$ cat config.mk
export PLATFORM = sky130hd
export DESIGN_NAME = cips_prio_stack
export DESIGN_NICKNAME = d
export VERILOG_FILES = /design/src/common/cips_pkg.sv /design/src/cips_req_select.sv /design/src/cips_prio_stack.sv
export SDC_FILE = /design/constraint.sdc
export NUM_CORES = 1
export LEC_CHECK = 0
export BUFFER_PORTS_ARGS = -buffer_cell sky130_fd_sc_hd__buf_4
export CAP_MARGIN = 40
export CELL_PAD_IN_SITES_DETAIL_PLACEMENT = 0
export CELL_PAD_IN_SITES_GLOBAL_PLACEMENT = 1
export CORE_UTILIZATION = 34
export CTS_BUF_LIST = sky130_fd_sc_hd__clkbuf_4
export DETAILED_ROUTE_END_ITERATION = 7
export GPL_TIMING_DRIVEN = 1
export PLACE_DENSITY_LB_ADDON = 0.1
export SLEW_MARGIN = 25
export SYNTH_ARGS = -nofsm -noshare
export SYNTH_HDL_FRONTEND = slang
export SYNTH_SLANG_ARGS = --single-unit
$ cat constraint.sdc
create_clock -name sys_clk -period 14.5 [get_ports sys_clk]
set_clock_uncertainty 0.15 [all_clocks]
set_input_delay 0.725 -clock sys_clk [delete_from_list [all_inputs] [get_ports sys_clk]]
set_output_delay 0.725 -clock sys_clk [all_outputs]
set_load 0.1 [all_outputs]
$ cat src/common/cips_pkg.sv
// Constants and types shared by the processor priority stack block
package cips_pkg;

  // ************************************************************
  // Widths and reset values
  // ************************************************************
  localparam int          PRIO_W        = 2;
  localparam int          STACK_W       = 8;
  localparam int          STACK_DEPTH   = STACK_W / PRIO_W;
  localparam logic [1:0]  PRIO_MAX      = 2'h3;
  localparam logic [1:0]  PRIO_NONE     = 2'h0;
  localparam logic [7:0]  STACK_RESET   = 8'hff;
  localparam int          N_SRC_DEFAULT = 8;

  // ************************************************************
  // Timing
  // ************************************************************
  localparam int          CLK_PERIOD_NS   = 100;
  localparam int          MAX_LATENCY_CLK = 20;
  localparam int          MAX_LATENCY_NS  = MAX_LATENCY_CLK * CLK_PERIOD_NS;

  // ************************************************************
  // Types
  // ************************************************************
  typedef enum logic [1:0] {
    CIPS_OP_RESTORE = 2'b00,
    CIPS_OP_SET     = 2'b01,
    CIPS_OP_LOAD    = 2'b10,
    CIPS_OP_NONE    = 2'b11
  } cips_op_type;

  typedef struct packed {
    logic              valid;
    cips_op_type       op;
    logic [1:0]        level;
    logic [7:0]        data;
  } cips_cmd_type;

  typedef struct packed {
    logic              req;
    logic [1:0]        level;
  } cips_irq_type;

endpackage

$ cat src/cips_req_select.sv
// Request selector: picks the winning acceptable interrupt request
`timescale 1ns/1ps
module cips_req_select
  import cips_pkg::*;
#(
  parameter int N_SRC = N_SRC_DEFAULT,
  parameter int SRC_W = (N_SRC > 1) ? $clog2(N_SRC) : 1
) (
  input  wire cips_irq_type [N_SRC-1:0] irq_in,
  input  wire logic [1:0]               cur_prio,
  output logic                          found,
  output logic [SRC_W-1:0]              src,
  output logic [1:0]                    level
);

  // ************************************************************
  // Highest level above current priority, lowest index on ties
  // ************************************************************
  always_comb begin
    found = 1'b0;
    src   = '0;
    level = PRIO_NONE;
    for (int i = 0; i < N_SRC; i++) begin
      if (irq_in[i].req && (irq_in[i].level > cur_prio) &&
          (!found || (irq_in[i].level > level))) begin
        found = 1'b1;
        src   = SRC_W'(i);
        level = irq_in[i].level;
      end
    end
  end

endmodule

$ cat src/cips_prio_stack.sv
// Processor interrupt priority stack and acceptance logic
`timescale 1ns/1ps
module cips_prio_stack
  import cips_pkg::*;
#(
  parameter int N_SRC = N_SRC_DEFAULT,
  parameter int SRC_W = (N_SRC > 1) ? $clog2(N_SRC) : 1
) (
  input  wire logic                     sys_clk,
  input  wire logic                     sys_rst,
  input  wire logic                     clk_en,
  input  wire cips_irq_type [N_SRC-1:0] irq_in,
  input  wire logic                     instr_done,
  input  wire logic                     instr_priv,
  input  wire cips_cmd_type             core_cmd,
  output logic [7:0]                    priority_stack_reg_ff,
  output logic [1:0]                    cur_prio_ff,
  output logic                          irq_take_ff,
  output logic [SRC_W-1:0]              irq_src_ff,
  output logic [1:0]                    irq_level_ff,
  output logic                          irq_held_ff
);

  // ************************************************************
  // Selection
  // ************************************************************
  logic             sel_found;
  logic [SRC_W-1:0] sel_src;
  logic [1:0]       sel_level;
  logic             any_req;
  logic             accept_c;

  cips_req_select #(
    .N_SRC (N_SRC),
    .SRC_W (SRC_W)
  ) u_select (
    .irq_in   (irq_in),
    .cur_prio (priority_stack_reg_ff[PRIO_W-1:0]),
    .found    (sel_found),
    .src      (sel_src),
    .level    (sel_level)
  );

  always_comb begin
    any_req = 1'b0;
    for (int i = 0; i < N_SRC; i++) begin
      any_req = any_req | irq_in[i].req;
    end
  end

  // Taken only at the end of an unprivileged instruction with no stack op in flight
  assign accept_c = sel_found && instr_done && !instr_priv && !core_cmd.valid;

  // ************************************************************
  // Next state
  // ************************************************************
  logic [7:0]       nxt_stack;
  logic [1:0]       nxt_cur;
  logic             nxt_take;
  logic [SRC_W-1:0] nxt_src;
  logic [1:0]       nxt_level;
  logic             nxt_held;

  always_comb begin
    nxt_stack = priority_stack_reg_ff;
    nxt_take  = 1'b0;
    nxt_src   = irq_src_ff;
    nxt_level = irq_level_ff;
    if (core_cmd.valid) begin
      case (core_cmd.op)
        CIPS_OP_RESTORE: begin
          // Top entry is kept so the stack never invents a lower priority
          nxt_stack = {priority_stack_reg_ff[STACK_W-1 -: PRIO_W],
                       priority_stack_reg_ff[STACK_W-1:PRIO_W]};
        end
        CIPS_OP_SET: begin
          nxt_stack = {priority_stack_reg_ff[STACK_W-PRIO_W-1:0], core_cmd.level};
        end
        CIPS_OP_LOAD: begin
          nxt_stack = core_cmd.data;
        end
        default: begin
          nxt_stack = priority_stack_reg_ff;
        end
      endcase
    end else if (accept_c) begin
      nxt_stack = {priority_stack_reg_ff[STACK_W-PRIO_W-1:0], sel_level};
      nxt_take  = 1'b1;
      nxt_src   = sel_src;
      nxt_level = sel_level;
    end
    nxt_cur  = nxt_stack[PRIO_W-1:0];
    nxt_held = any_req && !nxt_take;
  end

  // ************************************************************
  // Registers
  // ************************************************************
  always_ff @(posedge sys_clk) begin
    if (sys_rst) begin
      priority_stack_reg_ff <= STACK_RESET;
      cur_prio_ff           <= STACK_RESET[PRIO_W-1:0];
      irq_take_ff           <= 1'b0;
      irq_src_ff            <= '0;
      irq_level_ff          <= PRIO_NONE;
      irq_held_ff           <= 1'b0;
    end else if (clk_en) begin
      priority_stack_reg_ff <= nxt_stack;
      cur_prio_ff           <= nxt_cur;
      irq_take_ff           <= nxt_take;
      irq_src_ff            <= nxt_src;
      irq_level_ff          <= nxt_level;
      irq_held_ff           <= nxt_held;
    end
  end

  // ************************************************************
  // Checks
  // ************************************************************
  logic better_c;

  always_comb begin
    better_c = 1'b0;
    for (int i = 0; i < N_SRC; i++) begin
      if (irq_in[i].req && (irq_in[i].level > priority_stack_reg_ff[PRIO_W-1:0])) begin
        if ((irq_in[i].level > sel_level) ||
            ((irq_in[i].level == sel_level) && (SRC_W'(i) < sel_src))) begin
          better_c = 1'b1;
        end
      end
    end
  end

  property p_cur_matches_stack;
    @(posedge sys_clk) disable iff (sys_rst)
      cur_prio_ff == priority_stack_reg_ff[PRIO_W-1:0];
  endproperty
  a_cur_matches_stack: assert property (p_cur_matches_stack)
    else $error("current priority differs from stack bits 1:0");

  property p_push_on_accept;
    @(posedge sys_clk) disable iff (sys_rst)
      (clk_en && accept_c) |=>
        (priority_stack_reg_ff == {$past(priority_stack_reg_ff[5:0]), $past(sel_level)})
        && irq_take_ff && (irq_src_ff == $past(sel_src));
  endproperty
  a_push_on_accept: assert property (p_push_on_accept)
    else $error("accepted interrupt did not push its level");

  property p_depth_kept;
    @(posedge sys_clk) disable iff (sys_rst)
      (clk_en && core_cmd.valid && core_cmd.op == CIPS_OP_SET) ##1
      (clk_en && core_cmd.valid && core_cmd.op == CIPS_OP_RESTORE) |=>
        priority_stack_reg_ff[STACK_W-PRIO_W-1:0] ==
          $past(priority_stack_reg_ff[STACK_W-PRIO_W-1:0], 2);
  endproperty
  a_depth_kept: assert property (p_depth_kept)
    else $error("set then restore lost saved entries");

  property p_restore;
    @(posedge sys_clk) disable iff (sys_rst)
      (clk_en && core_cmd.valid && core_cmd.op == CIPS_OP_RESTORE) |=>
        (priority_stack_reg_ff[5:0] == $past(priority_stack_reg_ff[7:2])) && !irq_take_ff;
  endproperty
  a_restore: assert property (p_restore)
    else $error("restore did not shift stack right by two");

  property p_set;
    @(posedge sys_clk) disable iff (sys_rst)
      (clk_en && core_cmd.valid && core_cmd.op == CIPS_OP_SET) |=>
        (cur_prio_ff == $past(core_cmd.level)) &&
        (priority_stack_reg_ff[7:2] == $past(priority_stack_reg_ff[5:0]));
  endproperty
  a_set: assert property (p_set)
    else $error("set did not push its level");

  property p_load;
    @(posedge sys_clk) disable iff (sys_rst)
      (clk_en && core_cmd.valid && core_cmd.op == CIPS_OP_LOAD) |=>
        priority_stack_reg_ff == $past(core_cmd.data);
  endproperty
  a_load: assert property (p_load)
    else $error("stack reload from memory failed");

  property p_level_above;
    @(posedge sys_clk) disable iff (sys_rst)
      ($rose(irq_take_ff) || (irq_take_ff && $past(clk_en))) |->
        (irq_level_ff > priority_stack_reg_ff[3:2]) && (cur_prio_ff == irq_level_ff);
  endproperty
  a_level_above: assert property (p_level_above)
    else $error("accepted level not above previous priority");

  property p_suppress_at_max;
    @(posedge sys_clk) disable iff (sys_rst)
      (clk_en && cur_prio_ff == PRIO_MAX) |=> !irq_take_ff;
  endproperty
  a_suppress_at_max: assert property (p_suppress_at_max)
    else $error("interrupt accepted at priority 3");

  property p_defer_priv;
    @(posedge sys_clk) disable iff (sys_rst)
      (clk_en && (!instr_done || instr_priv)) |=> !irq_take_ff;
  endproperty
  a_defer_priv: assert property (p_defer_priv)
    else $error("interrupt accepted outside an unprivileged boundary");

  property p_take_when_eligible;
    @(posedge sys_clk) disable iff (sys_rst)
      (clk_en && sel_found && instr_done && !instr_priv && !core_cmd.valid) |=> irq_take_ff;
  endproperty
  a_take_when_eligible: assert property (p_take_when_eligible)
    else $error("eligible request not accepted at boundary");

  property p_best_pick;
    @(posedge sys_clk) disable iff (sys_rst)
      (clk_en && accept_c) |-> !better_c;
  endproperty
  a_best_pick: assert property (p_best_pick)
    else $error("winner is not highest level lowest source");

endmodule

==> key figures, run 1 <==
Outcome
  – Status: completed

Cells and area
  – Antenna Cells: 0
  – Area growth syn-to-layout: 22.6%
  – Nets: 387
  – Final Core Density: 43.8%
  – Final Non-Filler Cells: 386
  – Layout cells sized above 1: 30.5%

Clocking
  – CTS H-Tree Depth: 1
  – Post-CTS Setup Bufs: 0
  – CTS Buf Count: 3
  – Reg clk slew, reported paths: 0.09 ns
  – Root buf cell: clkbuf_4
  – Clock sinks: 15
  – Post-CTS sizing: 0
  – Post-CTS Hold Buffers: 0
  – CTS tree: yes
  – Longest Clk Path Bufs: 2
  – Clk_lat worst skew: 0.27 ns

Floorplanning
  – Cell row count: 28
  – I/O pin count: 59
  – Die X: 81.6 µm
  – Die area: 0.00665 mm²
  – Die Height: 81.6 µm
  – Core Box Area: 0.00603 mm²
  – Initial Util: 35.7%

Logic synthesis
  – FFs w/ async S/R, synth: 0%
  – Seq cells post-synth: 15
  – Syn nets: 333
  – Synth top area share: 19.2%
  – Syn Std Cell Area: 0.00215 mm²
  – Area leader, netlist: ha_1
  – Synth Instances: 258
  – Synth top area cells: ha_1 (19%), dfxtp_1 (14%), a22oi_1 (4.2%)
  – Syn avg cell area: 8.34 µm²
  – Synth warnings: 0
  – Ys flop type: dfxtp_1
  – Synth cell types: 63
  – EDFF count, synth: 0
  – Sequential fraction of the synthesis area: 14.0%

GRT
  – Vias in the first global route: 1921
  – Largest net degree at the start of global routing: 17
  – Initial antenna violation count: 0
  – Global route total overflow: 0
  – Total GRT Usage: 17.6%
  – First-pass GRT wire length: 9.11 mm

STA
  – Post-route minimum period: 9.89 ns
  – RSZ-0062 raised after global routing: false
  – Worst slew pin tran: 0.606 ns
  – Tcrit/Tclk final: 68.2%
  – Max-slew headroom: 59.5%
  – Max-slew violation count: 0
  – Final Hold Viols: 0
  – Setup TNS: 0 ns
  – Setup Viol. Count Final: 0
  – Fmax: 0.101 GHz

Setup path
  – Element type at the critical path start: register
  – Top fanout value on the critical path: 12
  – R2R cell count: 48
  – Crit. End Element: register
  – Worst Path Required: 14.55 ns
  – Slowest CP cell: dfxtp_1
  – Critical Path AT: 9.93 ns
  – Most frequent CP cell: ha_1
  – Worst r2r dst: priority_stack_reg_ff[0]
  – Worst setup path class: reg2reg
  – Origin of the critical flop-to-flop path: priority_stack_reg_ff[0]
  – R2R setup slack: 4.61 ns
  – Slowest stage delay, CP: 0.71 ns

Hold path
  – Hold Crit Class: reg2reg
  – Hold path start: irq_take_ff
  – Hold endpoint: irq_take_ff
  – Hold depth: 2

Place
  – # placed instances: 382
  – IO Port Bufs: 58
  – Routability cong.: 0.782
  – Post-DP HPWL: 4.63 mm

Pwr
  – Worst vdd ir: 0.0461 mV
  – Pleak: 1.24 nW
  – PwrDens: 86.9 mW/mm²

Routing
  – Vias: 2085
  – WL/cell: 14.5 µm
  – DR iter-0 viols: 105
  – Initial DRT Pass Iterations: 4
  – Final wirelength: 5.60 mm
  – DRC: 0
  – Via/cell ratio: 5.40
  – Antenna-violating nets left: 0

Job
  – Max_cap viols: 0
-- per-layer routing --
layer	vias up	track usage, %	wire [µm]
li1	1068	-	-
met1	958	25.8	2820
met2	55	28.1	2490
met3	4	1.89	242
met4	0	2.14	46
met5	-	0	0
-- worst max path at each step --
stage                                        start                        to
final                     priority_stack_reg_ff[0]  priority_stack_reg_ff[0]
after global routing      priority_stack_reg_ff[1]  priority_stack_reg_ff[0]
after CTS                 priority_stack_reg_ff[0]             irq_src_ff[2]
after detailed placement                 irq_in[1]             irq_src_ff[2]
after global placement                   irq_in[1]  priority_stack_reg_ff[0]
after floorplan           priority_stack_reg_ff[1]             irq_src_ff[2]
-- worst max-delay path: cells and delay by family (launching register included) --
kind	cells	cell delay [ns]
flops	1	0.71
fa+ha+maj	8	2.25
simple gates	13	1.81
compound gates	27	4.88
-- cells in the mapped netlist (all sizes together) (2+ instances only) --
cell     number
ha           33
nor2         27
nand2        24
o21ai        21
inv          18
dfxtp        15
nor2b        15
a22oi        12
a21oi         8
nand3         8
o211ai        7
a211o         6
a31oi         4
buf           4
clkbuf        4
o211a         4
o21a          4
and2          3
nand2b        3
or2           3
a211oi        2
a21boi        2
a21o          2
a221o         2
a221oi        2
a2bb2oi       2
a311oi        2
nor4          2
o31ai         2
-- per-stage QoR --
stage	hold WS (ns)	total power (W)	instance area, µm²	setup slack [ns]
6_report	0.355	0.000229	2640	4.61
5_1_grt	0.376	0.000250	2640	3.82
4_1_cts	0.361	0.000232	2640	4.60
3_5_place_dp	0.339	0.000205	2610	4.55
3_3_place_gp	0.331	0.000205	2610	4.64
2_1_floorplan	0.727	0.000171	2150	4.78
-- logic make-up after synthesis --
family | share of synthesized area [%]
compound gates | 37.2
fa+ha+maj | 19.2
buf+inv | 6.57
flops | 14.0
mux | 0.465
simple gates | 22.6
-- area by class of cell --
type | instances | area (µm²)
clock buffer | 4 | 30.0
fill | 641 | 3390
inverter | 18 | 67.6
multi-input combinational | 216 | 1710
sequential | 15 | 300
tap | 75 | 93.8
timing repair buffer | 58 | 435
-- power breakdown --
part / switching, W / internal (W) / leakage (nW) / total (W)
Clock: 0.0000124 / 0.0000125 / 0.0184 / 0.0000249
Combinational: 0.0000944 / 0.0000613 / 1.10 / 0.000156
Sequential: 0.00000434 / 0.0000443 / 0.123 / 0.0000487
Total: 0.000111 / 0.000118 / 1.24 / 0.000229
-- placed cells by master, fill, tap and decap left out, types with 3 or more instances in the layout --
cell type  instances
buf_4             58
nor2_1            24
nand2_1           24
ha_1              33
inv_1             18
o21ai_1            3
o211a_1            4
nand3_1            7
a31oi_1            4
a21oi_1            8
a211o_1            6
nor2b_1           12
o21ai_0           15
a22oi_1           12
dfxtp_1           15
clkbuf_4           4
nor2b_4            3
o211ai_1           3
-- flip-flops by register name (all words and copies together), names as in the netlist --
name	flops
irq_take_ff	1
irq_src_ff	3
priority_stack_reg_ff	8
irq_level_ff	2
irq_held_ff	1
Power figures use the tool's default switching activity.
==> run 2, diff against run 1 <==
==> constraint.sdc (replaced) <==
create_clock -name sys_clk -period 9.8 [get_ports sys_clk]
set_clock_uncertainty 0.15 [all_clocks]
set_input_delay 0.49 -clock sys_clk [delete_from_list [all_inputs] [get_ports sys_clk]]
set_output_delay 0.49 -clock sys_clk [all_outputs]
set_load 0.1 [all_outputs]
==> run 2 against run 1 <==
  * Register-to-register slack got worse by 4.0 ns
  * Clock power is 46% higher
  * Routed wire length rose by 5.9%
  * Critical path type unchanged
==> key figures, run 2 (same netlist as run 1, synthesis figures left out) <==
Pwr
  – Worst vdd ir: 0.0610 mV (+32%)
  – Pleak: 1.31 nW (+5.8%)
  – PwrDens: 131 mW/mm² (+50%)
  – Tot Pwr: 0.000365 W (+59%)

Floorplanning
  – Core Box Area: 0.00603 mm² (unchanged)
  – Die Height: 81.6 µm (unchanged)
  – Die area: 0.00665 mm² (unchanged)
  – Die X: 81.6 µm (unchanged)
  – Initial Util: 35.7% (unchanged)
  – I/O pin count: 59 (unchanged)
  – Cell row count: 28 (unchanged)

Cells and area
  – Largest Register: priority_stack_reg_ff
  – Antenna Cells: 0 (unchanged)
  – Fill count: 637 (-0.62%)
  – Layout cells sized above 1: 36.3% (+5.8 points)
  – Largest regs: priority_stack_reg_ff (8), irq_src_ff (3), irq_level_ff (2)
  – Commonest non-fill, non-tap cells in the layout: buf_4 (72), ha_1 (33), nand2_1 (24), nor2_1 (24), inv_1 (18)
  – Nets: 401 (+3.6%)
  – Final Core Density: 46.3% (+2.6 points)
  – Commonest non-fill, non-tap cell in the layout: buf_4
  – Largest register FFs: 8 (unchanged)
  – Area growth syn-to-layout: 29.8%
  – Final Non-Filler Cells: 400 (+3.6%)

Clocking
  – CTS H-Tree Depth: 1 (unchanged)
  – CTS tree: yes
  – CTS Buf Count: 3 (unchanged)
  – Root buf cell: clkbuf_4
  – Longest Clk Path Bufs: 2 (unchanged)
  – Reg clk slew, reported paths: 0.10 ns (about the same)
  – Clock sinks: 15 (unchanged)
  – Clk_lat worst skew: 0.28 ns (about the same)

Setup path
  – Origin of the critical flop-to-flop path: priority_stack_reg_ff[1]
  – Top fanout value on the critical path: 5 (-7)
  – CP Buf/Inv Count: 2 (+2)
  – Worst Path Required: 9.83 ns (-4.72 ns)
  – Element type at the critical path start: register
  – R2R cell count: 50 (+4.2%)
  – Most frequent CP cell: ha_1
  – Crit. End Element: register
  – Worst setup path class: reg2reg
  – R2R setup slack: 0.57 ns (-4.04 ns)
  – Worst r2r dst: irq_src_ff[2]
  – Slowest CP cell: a221o_1
  – Critical Path AT: 9.26 ns (-0.67 ns)
  – Critical path's top delay family: compound AO/OA/AOI/OAI gates
  – Slowest stage delay, CP: 0.46 ns (-0.25 ns)

STA
  – Setup TNS: 0 ns (unchanged)
  – Worst slew pin tran: 0.441 ns (-0.165 ns)
  – Fmax: 0.108 GHz (+7.1%)
  – Tcrit/Tclk final: 94.2% (+26 points)
  – Max-slew violation count: 0 (unchanged)
  – Setup Viol. Count Final: 0 (unchanged)
  – Post-route minimum period: 9.23 ns (-0.658 ns)
  – Max-slew headroom: 70.3% (+11 points)
  – Final Hold Viols: 0 (unchanged)
  – Final WS setup: 0.571 ns (-4.04 ns)

Routing
  – DR iter-0 viols: 58 (-45%)
  – Vias: 2150 (+3.1%)
  – DRC: 0 (unchanged)
  – Via/cell ratio: 5.38 (-0.49%)
  – WL/cell: 14.8 µm (+2.2%)
  – Initial DRT Pass Iterations: 4 (unchanged)
  – Final wirelength: 5.93 mm (+5.9%)
  – Antenna-violating nets left: 0 (unchanged)

GRT
  – Vias in the first global route: 1925 (+0.21%)
  – Initial antenna violation count: 0 (unchanged)
  – Global route total overflow: 0 (unchanged)
  – Largest net degree at the start of global routing: 17 (unchanged)
  – Total GRT Usage: 18.2% (+0.54 points)
  – First-pass GRT wire length: 9.35 mm (+2.6%)

Hold path
  – Hold endpoint: irq_held_ff
  – Hold depth: 3 (+1)
  – Hold Crit Class: in2reg
  – Hold path start: clk_en

Place
  – Routability cong.: 0.795 (+1.6%)
  – # placed instances: 391 (+2.4%)
  – Dpl ws: -0.120 ns (-4.67 ns)
  – Post-DP HPWL: 4.85 mm (+4.8%)
  – IO Port Bufs: 58 (unchanged)

Job
  – Max_cap viols: 0 (unchanged)

Outcome
  – Status: completed
## run 2: cell count changes in the layout (fill, tap and decap cells not counted), sizes merged
cell	before	now
clkbuf	4	3
clkinv	0	1
buf	58	72
## run 2: area by class of cell
| class | count | area, µm² | area share (%) |
|---|---|---|---|
| Inverter | 18 | 67.6 | 2.42 |
| Timing Repair Buffer | 72 | 541 | 19.4 |
| Clock inverter | 1 | 5.00 | 0.179 |
| Multi-Input combinational cell | 216 | 1760 | 63.0 |
| Clock buffer | 3 | 22.5 | 0.806 |
| Tap cell | 75 | 93.8 | 3.36 |
| Sequential cell | 15 | 304 | 10.9 |
## run 2: worst register-to-register path, delay by kind of cell (launching register included)
family	cells	cell delay, ns
buffers and inverters	2	0.22
DFF	1	0.39
adders and majority gates	8	2.18
AOI/OAI and AO/OA	25	4.26
and+or+nand+nor	15	1.92
## run 2: power breakdown
part | total, W | switching, W | internal (W)
Combinational | 0.000258 | 0.000152 | 0.000106
Sequential | 0.0000701 | 0.00000444 | 0.0000657
Clock | 0.0000364 | 0.0000212 | 0.0000152
## run 2: per-stage QoR
step	hold WS, ns	instance area (µm²)
after floorplan	0.492	2150
after global placement	0.325	2680
after detailed placement	0.335	2680
after CTS	0.341	2700
after global routing	0.348	2790
final	0.344	2790
## run 2: how the worst max path moves through the flow
stage | cells past startpoint | end | slack [ns] | startpoint
after floorplan | 49 | irq_src_ff[2] | 0.08 | priority_stack_reg_ff[1]
after global routing | 50 | irq_src_ff[2] | -0.08 | priority_stack_reg_ff[1]
after detailed placement | 50 | irq_src_ff[2] | -0.12 | irq_in[1]
after CTS | 50 | irq_src_ff[2] | 0.04 | priority_stack_reg_ff[1]
final | 50 | irq_src_ff[2] | 0.57 | priority_stack_reg_ff[1]
after global placement | 51 | irq_src_ff[2] | -0.002 | irq_in[0]
## run 2: routing by layer
metal	vias up	global-route usage, %	part of all wire (%)
met5	-	0	0
met4	0	1.61	0.37
met3	2	2.11	3.8
met2	47	27.8	44
met1	1002	27.7	52
li1	1099	-	-
## run 2: timing repair
item                                    in CTS  in global routing
buffers inserted                             0                  5
endpoints found under the setup margin       1                  7
gates resized for setup                      1                 14
pin swaps                                    0                  6
hold buffers                                 0                  0
